### config.mk
export PLATFORM = sky130hd
export DESIGN_NAME = sarl_alert
export DESIGN_NICKNAME = d
export VERILOG_FILES = /design/src/pkg/sarl_pkg.sv /design/src/core/sarl_alert.sv
export SDC_FILE = /design/constraint.sdc
export NUM_CORES = 1
export LEC_CHECK = 0
export ABC_AREA = 1
export BUFFER_PORTS_ARGS = -buffer_cell sky130_fd_sc_hd__buf_2
export CORE_AREA = 2 2 70 78
export CTS_CLUSTER_DIAMETER = 60
export CTS_CLUSTER_SIZE = 30
export DETAILED_ROUTE_END_ITERATION = 16
export DIE_AREA = 0 0 72 80
export GPL_ROUTABILITY_DRIVEN = 0
export PLACE_DENSITY = 0.74
export SLEW_MARGIN = 20
export SYNTH_ARGS = -nofsm -noshare
export SYNTH_HDL_FRONTEND = slang
export SYNTH_SLANG_ARGS = --single-unit
export TNS_END_PERCENT = 5
### constraint.sdc
create_clock -name clk -period 1.45 [get_ports clk]
set_input_delay 0.145 -clock clk [delete_from_list [all_inputs] [get_ports clk]]
set_output_delay 0.145 -clock clk [all_outputs]
set_load 0.02 [all_outputs]
### src/pkg/sarl_pkg.sv
package sarl_pkg;
  // register map, index on the plain port
  localparam logic [3:0] SARL_CFG_OFS = 4'h0;
  localparam logic [3:0] SARL_STAT_OFS = 4'h1;
  localparam logic [3:0] SARL_IRQ_STAT_OFS = 4'h2;
  localparam logic [3:0] SARL_IRQ_CLR_OFS = 4'h3;
  localparam logic [3:0] SARL_IRQ_EN_OFS = 4'h4;
  // config fields
  localparam int SARL_CFG_LATCH_BIT = 0;
  localparam int SARL_CFG_EN_BIT = 1;
  localparam logic [1:0] SARL_CFG_RST = 2'h0;
  // status fields: watchdog flags low, alert flag above
  localparam int SARL_NFAULT = 4;
  localparam int SARL_STAT_FLAG_BIT = 4;
  localparam logic [3:0] SARL_FLAGS_RST = 4'h0;
  // interrupt events
  localparam int SARL_IRQ_ALERT = 0;
  localparam int SARL_IRQ_DONE = 1;
  localparam int SARL_IRQ_LOST = 2;
  localparam logic [2:0] SARL_IRQ_RST = 3'h0;
  // alert response address, read bit appended
  localparam logic [7:0] SARL_ARA_RD = 8'h19;
  localparam logic [3:0] SARL_BITS_BYTE = 4'h8;
  // responder states
  typedef enum logic [2:0] {
    SARL_IDLE = 3'b000,
    SARL_ADDR = 3'b001,
    SARL_ACK = 3'b010,
    SARL_SEND = 3'b011,
    SARL_RACK = 3'b100
  } sarl_state_t;
endpackage

### src/core/sarl_alert.sv
// Chosen here: the strobed register port and the placing of the registers.
`timescale 1ns/1ns
// Notes on behaviour
// respond only when alert enabled, latch mode
// alert stays latched until status read/response
// reassert alert if fault still present
// alert never halts running conversions
// alert pin only pulls low or releases
// host may broadcast read to 0001100
// pending device answers with own address
// lower address wins bit arbitration
// loser keeps alert low, no acknowledge
// finished response releases alert if fault gone
// alert flag cleared by status read/disable
// watchdog flags zero after reset unless alarm
// no pending interrupt: ignore response address
module sarl_alert (
  input wire logic clk,
  input wire logic rst_n,
  input wire logic [3:0] addr,
  input wire logic [7:0] wr_data,
  input wire logic wr_stb,
  input wire logic rd_stb,
  output logic [7:0] rd_data,
  input wire logic [3:0] fault_in,
  input wire logic [6:0] own_addr,
  input wire logic scl_i,
  input wire logic sda_i,
  output logic sda_o,
  output logic sda_oe_n,
  output logic alert_o,
  output logic alert_oe_n,
  output logic irq
);

  ////////////////////////////////////////////////////////////////////////////
  // state
  logic [1:0] cfg_r; // latch mode and alert enable
  logic [3:0] flags_r; // sticky watchdog flags
  logic alert_flag_r; // internal alert flag
  logic alert_latch_r; // latched alert, drives the pin in latch mode
  logic [2:0] irq_stat_r; // sticky events
  logic [2:0] irq_en_r; // event enables
  logic [7:0] rd_data_r; // read data, one cycle after strobe
  logic alert_oe_n_r; // pin enable, low pulls line
  logic alert_o_r; // pin level, held low
  logic sda_o_r; // data pin level, held low
  logic sda_oe_n_r; // data pin enable
  logic irq_r; // interrupt level
  logic scl_q_r; // previous clock sample
  logic sda_q_r; // previous data sample
  sarl_pkg::sarl_state_t state_r;
  logic [3:0] cnt_r; // bit counter
  logic [7:0] sh_r; // received address byte
  logic [7:0] tx_r; // outgoing address byte

  ////////////////////////////////////////////////////////////////////////////
  // decode
  wire wr_cfg = wr_stb && (addr == sarl_pkg::SARL_CFG_OFS);
  wire rd_stat = rd_stb && (addr == sarl_pkg::SARL_STAT_OFS);
  wire wr_clr = wr_stb && (addr == sarl_pkg::SARL_IRQ_CLR_OFS);
  wire wr_en = wr_stb && (addr == sarl_pkg::SARL_IRQ_EN_OFS);
  wire latch_mode = cfg_r[sarl_pkg::SARL_CFG_LATCH_BIT];
  wire alert_en = cfg_r[sarl_pkg::SARL_CFG_EN_BIT];
  wire fault_any = |fault_in;
  // an alert the response protocol may serve
  wire pending = alert_latch_r && alert_en && latch_mode;

  // bus conditions, pins taken as synchronous
  wire scl_rise = scl_i && !scl_q_r;
  wire scl_fall = !scl_i && scl_q_r;
  wire bus_start = scl_i && scl_q_r && sda_q_r && !sda_i;
  wire bus_stop = scl_i && scl_q_r && !sda_q_r && sda_i;
  wire byte_end = scl_fall && (cnt_r == sarl_pkg::SARL_BITS_BYTE);
  // released bit read back low: someone lower wins
  wire arb_lost = (state_r == sarl_pkg::SARL_SEND) && scl_rise &&
                  tx_r[7] && !sda_i;
  wire ara_done = (state_r == sarl_pkg::SARL_RACK) && scl_rise;

  // read mux; unmapped and write-only offsets read zero
  wire [7:0] stat_word = {3'h0, alert_flag_r, flags_r};
  wire [7:0] rd_mux =
    (addr == sarl_pkg::SARL_CFG_OFS) ? {6'h00, cfg_r} :
    (addr == sarl_pkg::SARL_STAT_OFS) ? stat_word :
    (addr == sarl_pkg::SARL_IRQ_STAT_OFS) ? {5'h00, irq_stat_r} :
    (addr == sarl_pkg::SARL_IRQ_EN_OFS) ? {5'h00, irq_en_r} : 8'h00;

  // latched alert: a fault with the alert enabled wins over any clear in the same cycle
  // clear only by read or response
  wire latch_clr = rd_stat || ara_done;
  // fault still present sets again
  wire latch_set = fault_any && alert_en;
  wire alert_latch_nxt = latch_set || (alert_latch_r && !latch_clr);
  // flag clears on read or disable
  wire flag_clr = rd_stat || !alert_en;
  wire alert_flag_nxt = latch_set || (alert_flag_r && !flag_clr);
  // flags sticky, clear on status read
  wire [3:0] flags_nxt = fault_in | (rd_stat ? 4'h0 : flags_r);

  // pin drive: latched in latch mode, follows fault otherwise
  // comparator mode never latches
  wire alert_drive = alert_en &&
                     (latch_mode ? alert_latch_r : fault_any);

  // events for the interrupt block
  wire alert_rise = alert_latch_nxt && !alert_latch_r;
  wire [2:0] irq_evt = {arb_lost, ara_done, alert_rise};
  wire [2:0] irq_stat_nxt = irq_evt |
                            (irq_stat_r & ~(wr_clr ? wr_data[2:0] : 3'h0));

  ////////////////////////////////////////////////////////////////////////////
  // software registers
  always_ff @(posedge clk or negedge rst_n) begin
    if (!rst_n) begin
      cfg_r <= sarl_pkg::SARL_CFG_RST;
      irq_en_r <= sarl_pkg::SARL_IRQ_RST;
      rd_data_r <= 8'h00;
    end else begin
      if (wr_cfg) begin
        cfg_r <= wr_data[1:0];
      end
      if (wr_en) begin
        irq_en_r <= wr_data[2:0];
      end
      rd_data_r <= rd_stb ? rd_mux : 8'h00;
    end
  end

  // status, alert latch and flag
  always_ff @(posedge clk or negedge rst_n) begin
    if (!rst_n) begin
      // all flags clear out of reset
      flags_r <= sarl_pkg::SARL_FLAGS_RST;
      alert_flag_r <= 1'b0;
      alert_latch_r <= 1'b0;
    end else begin
      flags_r <= flags_nxt;
      alert_flag_r <= alert_flag_nxt;
      alert_latch_r <= alert_latch_nxt;
    end
  end

  // interrupt block; event wins over a write-one clear
  always_ff @(posedge clk or negedge rst_n) begin
    if (!rst_n) begin
      irq_stat_r <= sarl_pkg::SARL_IRQ_RST;
      irq_r <= 1'b0;
    end else begin
      irq_stat_r <= irq_stat_nxt;
      irq_r <= |(irq_stat_nxt & irq_en_r);
    end
  end

  // alert pin; purely an output, no path into the conversion sequencer
  always_ff @(posedge clk or negedge rst_n) begin
    if (!rst_n) begin
      alert_oe_n_r <= 1'b1;
      alert_o_r <= 1'b0;
    end else begin
      // pin only, conversions unaffected
      // open drain, level always low
      alert_o_r <= 1'b0;
      // a lost response keeps the latch, so the pin stays low
      alert_oe_n_r <= !alert_drive;
    end
  end

  ////////////////////////////////////////////////////////////////////////////
  // pin sampling for edge and condition detect
  always_ff @(posedge clk or negedge rst_n) begin
    if (!rst_n) begin
      scl_q_r <= 1'b1;
      sda_q_r <= 1'b1;
    end else begin
      scl_q_r <= scl_i;
      sda_q_r <= sda_i;
    end
  end

  // alert response engine; normal addressing lives in the main slave
  // data changes on clock fall, is sampled on clock rise
  always_ff @(posedge clk or negedge rst_n) begin
    if (!rst_n) begin
      state_r <= sarl_pkg::SARL_IDLE;
      cnt_r <= 4'h0;
      sh_r <= 8'h00;
      tx_r <= 8'h00;
      sda_oe_n_r <= 1'b1;
      sda_o_r <= 1'b0;
    end else if (bus_start || bus_stop) begin
      // any start begins a fresh address, stop releases all
      state_r <= bus_start ? sarl_pkg::SARL_ADDR : sarl_pkg::SARL_IDLE;
      cnt_r <= 4'h0;
      sda_oe_n_r <= 1'b1;
    end else begin
      sda_o_r <= 1'b0;
      unique case (state_r)
        sarl_pkg::SARL_IDLE: begin
          sda_oe_n_r <= 1'b1;
        end
        sarl_pkg::SARL_ADDR: begin
          if (scl_rise) begin
            sh_r <= {sh_r[6:0], sda_i};
            cnt_r <= cnt_r + 4'h1;
          end else if (byte_end) begin
            // host reads the response address
            // ignore it with nothing pending
            if ((sh_r == sarl_pkg::SARL_ARA_RD) && pending) begin
              state_r <= sarl_pkg::SARL_ACK;
              sda_oe_n_r <= 1'b0;
            end else begin
              state_r <= sarl_pkg::SARL_IDLE;
            end
          end
        end
        sarl_pkg::SARL_ACK: begin
          // after the ack, send own address
          if (scl_fall) begin
            tx_r <= {own_addr, 1'b0};
            sda_oe_n_r <= own_addr[6];
            cnt_r <= 4'h0;
            state_r <= sarl_pkg::SARL_SEND;
          end
        end
        sarl_pkg::SARL_SEND: begin
          if (arb_lost) begin
            // lost arbitration, back off
            state_r <= sarl_pkg::SARL_IDLE;
            sda_oe_n_r <= 1'b1;
          end else if (scl_rise) begin
            cnt_r <= cnt_r + 4'h1;
          end else if (byte_end) begin
            state_r <= sarl_pkg::SARL_RACK;
            sda_oe_n_r <= 1'b1;
          end else if (scl_fall) begin
            tx_r <= {tx_r[6:0], 1'b0};
            sda_oe_n_r <= tx_r[6];
          end
        end
        sarl_pkg::SARL_RACK: begin
          // host ack slot ends the response
          if (scl_rise) begin
            state_r <= sarl_pkg::SARL_IDLE;
          end
        end
        default: begin
          state_r <= sarl_pkg::SARL_IDLE;
          sda_oe_n_r <= 1'b1;
        end
      endcase
    end
  end

  ////////////////////////////////////////////////////////////////////////////
  // outputs straight from flops
  assign rd_data = rd_data_r;
  assign sda_o = sda_o_r;
  assign sda_oe_n = sda_oe_n_r;
  assign alert_o = alert_o_r;
  assign alert_oe_n = alert_oe_n_r;
  assign irq = irq_r;

  ////////////////////////////////////////////////////////////////////////////
  // checks
  // disabled alert leaves the line
  alert_disabled_a: assert property (
    @(posedge clk) disable iff (!rst_n)
    !alert_en |=> alert_oe_n)
    else $error("alert driven while disabled");

  // latch holds without read or response
  latch_holds_a: assert property (
    @(posedge clk) disable iff (!rst_n)
    alert_latch_r && !rd_stat && !ara_done |=> alert_latch_r)
    else $error("alert latch dropped without a clear");

  // fault present beats the clear
  alert_reassert_a: assert property (
    @(posedge clk) disable iff (!rst_n)
    latch_mode && rd_stat && fault_any && alert_en
    |=> alert_latch_r ##1 !alert_oe_n)
    else $error("alert not reasserted on standing fault");

  // never drives high
  alert_open_drain_a: assert property (
    @(posedge clk) disable iff (!rst_n)
    !alert_o && !sda_o)
    else $error("open drain pin driven high");

  // ack slot pulls data low
  ara_ack_a: assert property (
    @(posedge clk) disable iff (!rst_n)
    state_r == sarl_pkg::SARL_ACK |-> !sda_oe_n_r)
    else $error("pending responder failed to acknowledge");

  // no pending, no ack
  ara_ignore_a: assert property (
    @(posedge clk) disable iff (!rst_n)
    (state_r == sarl_pkg::SARL_ADDR) && byte_end && !pending
    && !bus_start && !bus_stop
    |=> sda_oe_n_r && (state_r == sarl_pkg::SARL_IDLE))
    else $error("answered response address with nothing pending");

  // back off on loss
  arb_backoff_a: assert property (
    @(posedge clk) disable iff (!rst_n)
    arb_lost && !bus_start && !bus_stop
    |=> sda_oe_n_r && (state_r == sarl_pkg::SARL_IDLE))
    else $error("kept driving after losing arbitration");

  // loser keeps alert asserted
  loser_holds_a: assert property (
    @(posedge clk) disable iff (!rst_n)
    arb_lost && alert_latch_r && !rd_stat |=> ##1 !alert_oe_n)
    else $error("loser released the alert line");

  // finished response with fault gone releases the pin
  done_release_a: assert property (
    @(posedge clk) disable iff (!rst_n)
    ara_done && !fault_any && latch_mode |=> !alert_latch_r ##1 alert_oe_n)
    else $error("alert kept after completed response");

  // flag cleared by read or disable
  flag_clear_a: assert property (
    @(posedge clk) disable iff (!rst_n)
    flag_clr && !latch_set |=> !alert_flag_r)
    else $error("alert flag not cleared");

  // read with no alarm empties flags
  flags_clear_a: assert property (
    @(posedge clk) disable iff (!rst_n)
    rd_stat && (fault_in == 4'h0) |=> flags_r == 4'h0)
    else $error("watchdog flags stuck after read");

  // comparator mode never acks the response
  cmp_no_ack_a: assert property (
    @(posedge clk) disable iff (!rst_n)
    (state_r == sarl_pkg::SARL_ADDR) && byte_end && !latch_mode
    && !bus_start && !bus_stop
    |=> sda_oe_n_r)
    else $error("answered response address in comparator mode");

  // an idle engine leaves the data line alone
  idle_release_a: assert property (
    @(posedge clk) disable iff (!rst_n)
    state_r == sarl_pkg::SARL_IDLE |-> sda_oe_n_r)
    else $error("data line pulled while idle");

endmodule

==> results of run 1 <==
==> stage by stage <==
step | hold slack [ns] | setup slack, ns
2_1_floorplan | -0.151 | 0.0127
3_3_place_gp | 0.144 | -0.134
3_5_place_dp | 0.146 | -0.208
4_1_cts | 0.0242 | -0.0323
5_1_grt | 0.0378 | -0.156
6_report | 0.0359 | -0.0685
==> registers in the layout, indices dropped and copies added (netlist names) <==
signal / count
scl_q_r: 1
rd_data: 5
sh_r: 8
state_r: 3
alert_oe_n: 1
cfg_r: 2
alert_latch_r: 1
irq_en_r: 3
irq_stat_r: 3
sda_oe_n: 1
sda_q_r: 1
alert_flag_r: 1
cnt_r: 4
flags_r: 4
tx_r: 7
irq: 1
==> logic make-up after synthesis <==
group / after synthesis
compound gates: 50
xor+xnor: 2
fa+ha+maj: 2
buf+inv: 47
flops: 46
mux: 2
other cells: 1
simple gates: 149
==> cells in the mapped netlist, drive strengths merged <==
| master | n | area, sq um |
|---|---|---|
| a21oi | 6 | 30.0 |
| a31oi | 4 | 25.0 |
| buf | 8 | 65.1 |
| clkbuf | 1 | 3.75 |
| conb | 1 | 3.75 |
| dfrtp | 42 | 1050 |
| dfstp | 4 | 105 |
| ha | 2 | 25.0 |
| inv | 38 | 143 |
| mux2 | 2 | 22.5 |
| nand2 | 89 | 357 |
| nand3 | 15 | 90.1 |
| nand3b | 2 | 15.0 |
| nand4 | 9 | 56.3 |
| nor2 | 31 | 154 |
| nor3 | 3 | 26.3 |
| o21ai | 40 | 226 |
| xor2 | 2 | 17.5 |
==> per-layer routing <==
metal / vias to the layer above / GRT usage (%) / share of wire, %
met5: - / 0 / 0
met4: 0 / 13.0 / 3.1
met3: 15 / 3.28 / 4.0
met2: 61 / 34.5 / 50
met1: 1015 / 24.4 / 43
li1: 1082 / - / -
==> layout make-up <==
cell class              count  area [sq um]
fillers                   428          1850
multi-input cells         211          1200
flip-flops and latches     46          1160
repair buffers             63           432
inverters                  38           143
clock buffers               6          72.6
well taps                  58          72.6
clock inverters             2          37.5
==> repair_timing <==
action,CTS,global route
setup endpoints to repair,14,17
buffers inserted,3,1
pin swaps,10,14
gates resized for setup,13,28
cloned,1,0
endpoints found under the hold margin,43,0
hold buffers,2,0
==> path summary, 6_finish.rpt <==
path / endpoint / slack [ns] / cells past startpoint
hold / removal: flags_r[2] / 0.04 / 3
setup reg to reg: state_r[0] / -0.07 / 10
setup / recovery: state_r[0] / -0.07 / 10
min in group asynchronous: flags_r[1] / 0.34 / 3
hold reg to reg: sda_oe_n / 0.47 / 2
max in group asynchronous: sda_oe_n / 0.83 / 3
==> cell usage in the layout (no fill, tap or decap), types with 4 or more instances in the layout <==
master and count:
nand2_4 8, clkbuf_8 5, o21ai_1 10, nand2_2 11, nand3_1 8, nand3_2 5
nand4_1 9, inv_1 31, dfrtp_1 40, inv_2 7, o21ai_0 21, buf_4 24
a31oi_1 4, nor2_2 4, nor2_4 7, dfstp_2 4, a21oi_1 6, o21ai_2 9
nor2_1 20, conb_1 5, nand2_1 71, buf_2 31, buf_6 5
==> critical path: cells and delay by family (launching register included) <==
family                 cells  cell delay [ns]
and+or+nand+nor            9             0.76
DFF                        1             0.55
buffers and inverters      1             0.11
==> report_power, final <==
group	leakage, uW	switching (uW)	internal (uW)	total [uW]
clock	0.0000514	444	514	958
sequential	0.000544	185	1610	1790
combinational	0.000987	720	541	1260
==> results.sh, run 1 <==
export IMPL_ys_seq_area_share_pct=47.9
export IMPL_slowest_delay_ns=0.55
export IMPL_crit_chain="buf_6 > nand3_2 > nand2_4 > nand2_4 > nand2_4 > nand2_4 > nor2_4 > nand2_2 > nand2_1 > nand2_1"
export IMPL_crit_slowest_cell="dfstp_2"
export IMPL_synth_compound_area_share_pct=11.7
export IMPL_grt_pass1_vias=2114
export IMPL_synth_top_family_by_area="simple AND/OR/NAND/NOR gates"
export IMPL_finalMaxSlewViolations=0
export IMPL_synth_cells=299
export IMPL_fin_crit_ns=1.52
export IMPL_critPathRequiredTime_ns=1.65
export IMPL_vias_per_cell=5.13
export IMPL_hpwl_microns=3880
export IMPL_clock_sinks=46
export IMPL_finalHoldViolCount=0
export IMPL_antenna_found_initial=0
export IMPL_max_freq_mhz=659
export IMPL_vdd_drop_max_mv=0.723
export IMPL_leakage_uw=0.00158
export IMPL_die_y_microns=80
export IMPL_drive_above_1_share_pct=35.0
export IMPL_num_antenna_cells=0
export IMPL_ys_types=29
export IMPL_fin_crit_sh_pct=105
export IMPL_crit_path_start_kind="flip-flop"
export IMPL_path_max_fanout=5
export IMPL_critical_path_arrival_ns=1.71
export IMPL_hold_path_class="in -> reg"
export IMPL_area_growth_syn_to_layout_pct=28.9
export IMPL_nets=396
export IMPL_dpl_cell_count=409
export IMPL_hp_start="fault_in[2]"
export IMPL_tns_ns=-0.201
export IMPL_clk_pin_slew_ns=0.09
export IMPL_clock_path_buffers=2
export IMPL_placed_area_sq_um=2800
export IMPL_yosys_register_bits=46
export IMPL_worstReg2RegStart="scl_q_r"
export IMPL_final_core_util_pct=62.7
export IMPL_wirelength_microns=5590
export IMPL_htreeDepth=2
export IMPL_start_util_pct=48.7
export IMPL_wl_per_cell_microns=13.2
export IMPL_fin_cells=424
export IMPL_violations="setup timing"
export IMPL_drc_errors=0
export IMPL_num_rows=27
export IMPL_grt_first_pass_wirelength_microns=9080
export IMPL_grt_overflow=0
export IMPL_yosys_warnings=0
export IMPL_worst_slack_ns=-0.0685
export IMPL_startpoint="scl_q_r"
export IMPL_antenna_left=0
export IMPL_coreArea_sq_um=4970
export IMPL_synth_xor_area_share_pct=0.725
export IMPL_dr_pass1_iters=4
export IMPL_die_x_microns=72
export IMPL_cts_made_buffers=5
export IMPL_status="complete, but fails checks"
export IMPL_yosys_area_share_simple_pct=28.9
export IMPL_dieArea_sq_um=5760
export IMPL_vias=2173
export IMPL_maxCapViolCount=0
export IMPL_rsz0062_at_grt="yes"
export IMPL_synthAdderAreaFrac_pct=1.04
export IMPL_cp_end_kind="flip-flop"
export IMPL_setup_viol=4
export IMPL_skew_ns=0.00661
export IMPL_grt_max_degree=47
export IMPL_finalPower_uw=4010
export IMPL_worstSetupPathType="reg -> reg"
export IMPL_port_buffers=31
export IMPL_avgSynthCellArea_sq_um=8.08
export IMPL_track_usage_pct=20.6
export IMPL_finalInstanceArea_sq_um=3120
export IMPL_cts_root_buffer="clkbuf_8"
export IMPL_synth_mux_area_share_pct=0.932
export IMPL_drt_iter0_markers=148
export IMPL_cts_tree="done"
export IMPL_clk_latency_ns=0.30
export IMPL_power_density_nw_per_um2=1290
export IMPL_io_pins=42
export IMPL_syn_area_sq_um=2420
export IMPL_cp_common_cell="nand2_4"
Note: power is estimated with default switching activity, not from simulation.
==> run 2: changes to the inputs <==
--- a/config.mk
+++ b/config.mk
@@ -18,4 +18,3 @@
 export SYNTH_ARGS = -nofsm -noshare
 export SYNTH_HDL_FRONTEND = slang
 export SYNTH_SLANG_ARGS = --single-unit
-export TNS_END_PERCENT = 5
==> results.sh, run 2 (synthesized netlist as in run 1, its figures left out) <==
export IMPL_setup_viol=9
export IMPL_final_cell_mix="nand2_1, dfrtp_1, inv_1, buf_2, buf_4"
export IMPL_die_y_microns=80
export IMPL_cts_root_buffer="clkbuf_8"
export IMPL_rsz0062_at_grt="yes"
export IMPL_antenna_found_initial=0
export IMPL_finalPower_uw=4040
export IMPL_tns_ns=-0.193
export IMPL_cp_end_kind="flip-flop"
export IMPL_maxCapViolCount=0
export IMPL_status="complete, but fails checks"
export IMPL_nets=398
export IMPL_critPathBufInv=2
export IMPL_r2r_slack_ns=-0.06
export IMPL_final_core_util_pct=63.4
export IMPL_hold_path_class="in -> reg"
export IMPL_clock_path_buffers=2
export IMPL_finalHoldViolCount=0
export IMPL_layout_commonest_cell="nand2_1"
export IMPL_placed_area_sq_um=2800
export IMPL_antenna_left=0
export IMPL_power_density_nw_per_um2=1280
export IMPL_crit_path_start_kind="flip-flop"
export IMPL_path_max_fanout=3
export IMPL_dr_pass1_iters=4
export IMPL_hpwl_microns=3880
export IMPL_io_pins=42
export IMPL_vias=2205
export IMPL_htreeDepth=2
export IMPL_max_freq_mhz=662
export IMPL_crit_slowest_cell="dfstp_2"
export IMPL_top_register="sh_r"
export IMPL_die_x_microns=72
export IMPL_hold_slack_ns=0.0331
export IMPL_vias_per_cell=5.18
export IMPL_wl_per_cell_microns=13.1
export IMPL_clk_pin_slew_ns=0.09
export IMPL_critical_path_arrival_ns=1.71
export IMPL_critPathRequiredTime_ns=1.65
export IMPL_dieArea_sq_um=5760
export IMPL_cts_made_buffers=5
export IMPL_coreArea_sq_um=4970
export IMPL_port_buffers=31
export IMPL_wirelength_microns=5570
export IMPL_finalMaxSlewViolations=0
export IMPL_start_util_pct=48.7
export IMPL_vdd_drop_max_mv=0.727
export IMPL_grt_max_degree=47
export IMPL_drc_errors=0
export IMPL_num_antenna_cells=0
export IMPL_worst_slack_ns=-0.0601
export IMPL_area_growth_syn_to_layout_pct=30.3
export IMPL_drt_iter0_markers=167
export IMPL_cts_tree="done"
export IMPL_finalInstanceArea_sq_um=3150
export IMPL_fin_crit_ns=1.51
export IMPL_slowest_delay_ns=0.55
export IMPL_grt_first_pass_wirelength_microns=9070
export IMPL_skew_ns=0.00742
export IMPL_track_usage_pct=20.6
export IMPL_worstSetupPathType="reg -> reg"
export IMPL_crit_chain="inv_2 > nor2_4 > nand3_2 > buf_6 > nand3_4 > nand2_4 > nor2_4 > nand2_2 > nand2_1 > nand2_1"
export IMPL_grt_overflow=0
export IMPL_fin_crit_sh_pct=104
export IMPL_num_rows=27
export IMPL_largest_reg_flops=8
export IMPL_path_delay_family="simple AND/OR/NAND/NOR gates"
export IMPL_leakage_uw=0.00161
export IMPL_violations="setup timing"
export IMPL_clk_latency_ns=0.31
export IMPL_grt_pass1_vias=2109
export IMPL_drive_above_1_share_pct=36.1
export IMPL_clock_sinks=46
==> run 2: worst paths after layout <==
path                             start          to  cells after the start
setup / recovery               scl_q_r  state_r[0]                     10
hold / removal             fault_in[2]  flags_r[2]                      3
setup reg to reg               scl_q_r  state_r[0]                     10
hold reg to reg               sda_oe_n    sda_oe_n                      2
max in group asynchronous        rst_n    sda_oe_n                      3
min in group asynchronous        rst_n  flags_r[1]                      3
==> run 2: layer usage <==
metal / global-route usage, % / vias to the layer above / share of wire, %
met5: 0 / - / 0
met4: 12.6 / 0 / 3.7
met3: 3.28 / 23 / 4.6
met2: 34.5 / 70 / 49
met1: 24.5 / 1031 / 42
li1: - / 1081 / -
==> run 2: stage by stage <==
stage               setup slack, ns  instances
global route                 -0.145        426
CTS                         -0.0323        424
floorplan                    0.0127        303
detailed placement           -0.208        409
global placement             -0.134        409
finish                      -0.0601        426
==> run 2: final cells by class <==
cell class / count / area [sq um]
Fill cell: 420 / 1820
Timing Repair Buffer: 65 / 447
Clock inverter: 2 / 37.5
Tap cell: 58 / 72.6
Sequential cell: 46 / 1160
Clock buffer: 6 / 72.6
Multi-Input combinational cell: 211 / 1220
Inverter: 38 / 143
==> run 2: worst min-delay path, stage by stage <==
cell and delay [ns]:
buf_2 0.08, inv_1 0.04, nand2_1 0.05
==> run 2: power breakdown <==
part	switching (uW)	internal (uW)
logic	732	556
registers	185	1610
clock network	444	514
==> run 2: timing repair <==
item,4_1_cts,5_1_grt
pin swaps,12,19
gates resized for setup,12,34
setup endpoints to repair,14,17
setup buffers,4,2
endpoints found under the hold margin,43,0
hold buffers,2,0
cloned,1,0
==> run 3: changes to the inputs <==
--- a/config.mk
+++ b/config.mk
@@ -14,6 +14,7 @@
 export DIE_AREA = 0 0 72 80
 export GPL_ROUTABILITY_DRIVEN = 0
 export PLACE_DENSITY = 0.74
+export REMOVE_ABC_BUFFERS = 1
 export SLEW_MARGIN = 20
 export SYNTH_ARGS = -nofsm -noshare
 export SYNTH_HDL_FRONTEND = slang
==> results.sh, run 3 (synthesized netlist as in run 1, its figures left out) <==
export IMPL_status="complete, but fails checks"
export IMPL_violations="setup timing"
export IMPL_drc_errors=0
export IMPL_finalMaxSlewViolations=0
export IMPL_vias_per_cell=5.03
export IMPL_grt_max_degree=47
export IMPL_clock_path_buffers=2
export IMPL_coreArea_sq_um=4970
export IMPL_setup_viol=8
export IMPL_critPathRequiredTime_ns=1.69
export IMPL_dr_pass1_iters=5
export IMPL_critical_path_arrival_ns=1.76
export IMPL_drt_iter0_markers=169
export IMPL_maxCapViolCount=0
export IMPL_vdd_drop_max_mv=0.849
export IMPL_grt_pass1_vias=1994
export IMPL_worstSetupPathType="reg -> reg"
export IMPL_p_comb_share_pct=32.1
export IMPL_hold_slack_ns=0.0317
export IMPL_io_pins=42
export IMPL_antenna_found_initial=0
export IMPL_cts_tree="done"
export IMPL_cp_end_kind="flip-flop"
export IMPL_multi_input_area_sq_um=1210
export IMPL_clock_sinks=46
export IMPL_antenna_left=0
export IMPL_htreeDepth=2
export IMPL_power_density_nw_per_um2=1250
export IMPL_area_growth_syn_to_layout_pct=30.4
export IMPL_placed_area_sq_um=2820
export IMPL_num_antenna_cells=0
export IMPL_nets=399
export IMPL_die_x_microns=72
export IMPL_finalInstanceArea_sq_um=3150
export IMPL_vias=2149
export IMPL_num_rows=27
export IMPL_fin_crit_sh_pct=105
export IMPL_hold_path_class="in -> reg"
export IMPL_crit_path_start_kind="flip-flop"
export IMPL_cts_root_buffer="clkbuf_8"
export IMPL_layout_commonest_cell="nand2_1"
export IMPL_largest_reg_flops=8
export IMPL_top_register="sh_r"
export IMPL_wl_per_cell_microns=12.7
export IMPL_worst_slack_ns=-0.0664
export IMPL_skew_ns=0.00685
export IMPL_fin_crit_ns=1.52
export IMPL_leakage_uw=0.00161
export IMPL_port_buffers=31
export IMPL_clk_latency_ns=0.30
export IMPL_die_y_microns=80
export IMPL_swShare_pct=34.1
export IMPL_hpwl_microns=3720
export IMPL_dp_slack_ns=-0.240
export IMPL_clk_pin_slew_ns=0.09
export IMPL_final_cell_mix="nand2_1, dfrtp_1, inv_1"
export IMPL_wirelength_microns=5440
export IMPL_track_usage_pct=19.9
export IMPL_finalPower_uw=3920
export IMPL_drive_above_1_share_pct=34.4
export IMPL_finalHoldViolCount=0
export IMPL_grt_overflow=0
export IMPL_netSwitchingPower_uw=1340
export IMPL_start_util_pct=48.7
export IMPL_path_max_fanout=5
export IMPL_cts_made_buffers=5
export IMPL_fillCellCount=413
export IMPL_regArea_sq_um=1160
export IMPL_p_int_uw=2590
export IMPL_clkPwrFrac_pct=22.4
export IMPL_rsz0062_at_grt="yes"
export IMPL_seq_power_share_pct=45.6
export IMPL_final_core_util_pct=63.4
export IMPL_max_freq_mhz=659
export IMPL_grt_first_pass_wirelength_microns=8710
export IMPL_dieArea_sq_um=5760
## run 3: cell type report
cell class                 count  share of cell area, %
timing repair buffer          66                   14.6
tap                           58                   2.30
sequential                    46                   36.8
clock inverter                 1                  0.278
inverter                      38                   4.53
clock buffer                   7                   3.06
multi-input combinational    211                   38.5
## run 3: power groups by stage
stage                     registers [uW]  clock network, uW  logic (uW)
after global placement              1800                  0        1110
after global routing                1830                936        1420
after detailed placement            1810                  0        1140
after CTS                           1780                896        1210
after floorplan                     1820                  0         700
final                               1790                878        1260
## run 3: final timing paths
path | startpoint | to | slack [ns] | cells after the start
setup reg to reg | scl_q_r | state_r[0] | -0.07 | 9
hold reg to reg | sda_oe_n | sda_oe_n | 0.47 | 2
min in group asynchronous | rst_n | rd_data[3] | 0.34 | 3
setup / recovery | scl_q_r | state_r[0] | -0.07 | 9
max in group asynchronous | rst_n | scl_q_r | 0.83 | 3
hold / removal | fault_in[1] | flags_r[1] | 0.03 | 3
## run 3: repair_timing
action / in CTS / in global routing
endpoints found under the setup margin: 15 / 17
resized for setup: 18 / 19
cloned: 1 / 0
hold endpoints to repair: 43 / 0
pin swaps: 12 / 12
hold buffers: 2 / 0
buffers inserted: 2 / 4
## run 3: metal layers
layer,GRT usage (%),part of all wire (%),vias to the layer above
met1,23.4,42,980
met5,0,0,-
met3,4.29,5.0,16
met2,34.6,50,66
li1,-,-,1087
met4,8.68,2.9,0
## run 3: per-stage QoR
| stage | cells | TNS, ns |
|---|---|---|
| 2_1_floorplan | 294 | -0.484 |
| 3_3_place_gp | 410 | -1.35 |
| 3_5_place_dp | 410 | -1.96 |
| 4_1_cts | 423 | -0.361 |
| 5_1_grt | 427 | -1.71 |
| 6_report | 427 | -0.404 |
## run 3: critical path: stages (launching register included)
cell and delay, ns:
dfstp_2 0.57, buf_12 0.12, nand3_4 0.06, nand2_4 0.12
nand2_8 0.08, o21ai_1 0.09, nand2_1 0.09, nor2_1 0.16
nand2_1 0.08, nand2_1 0.08
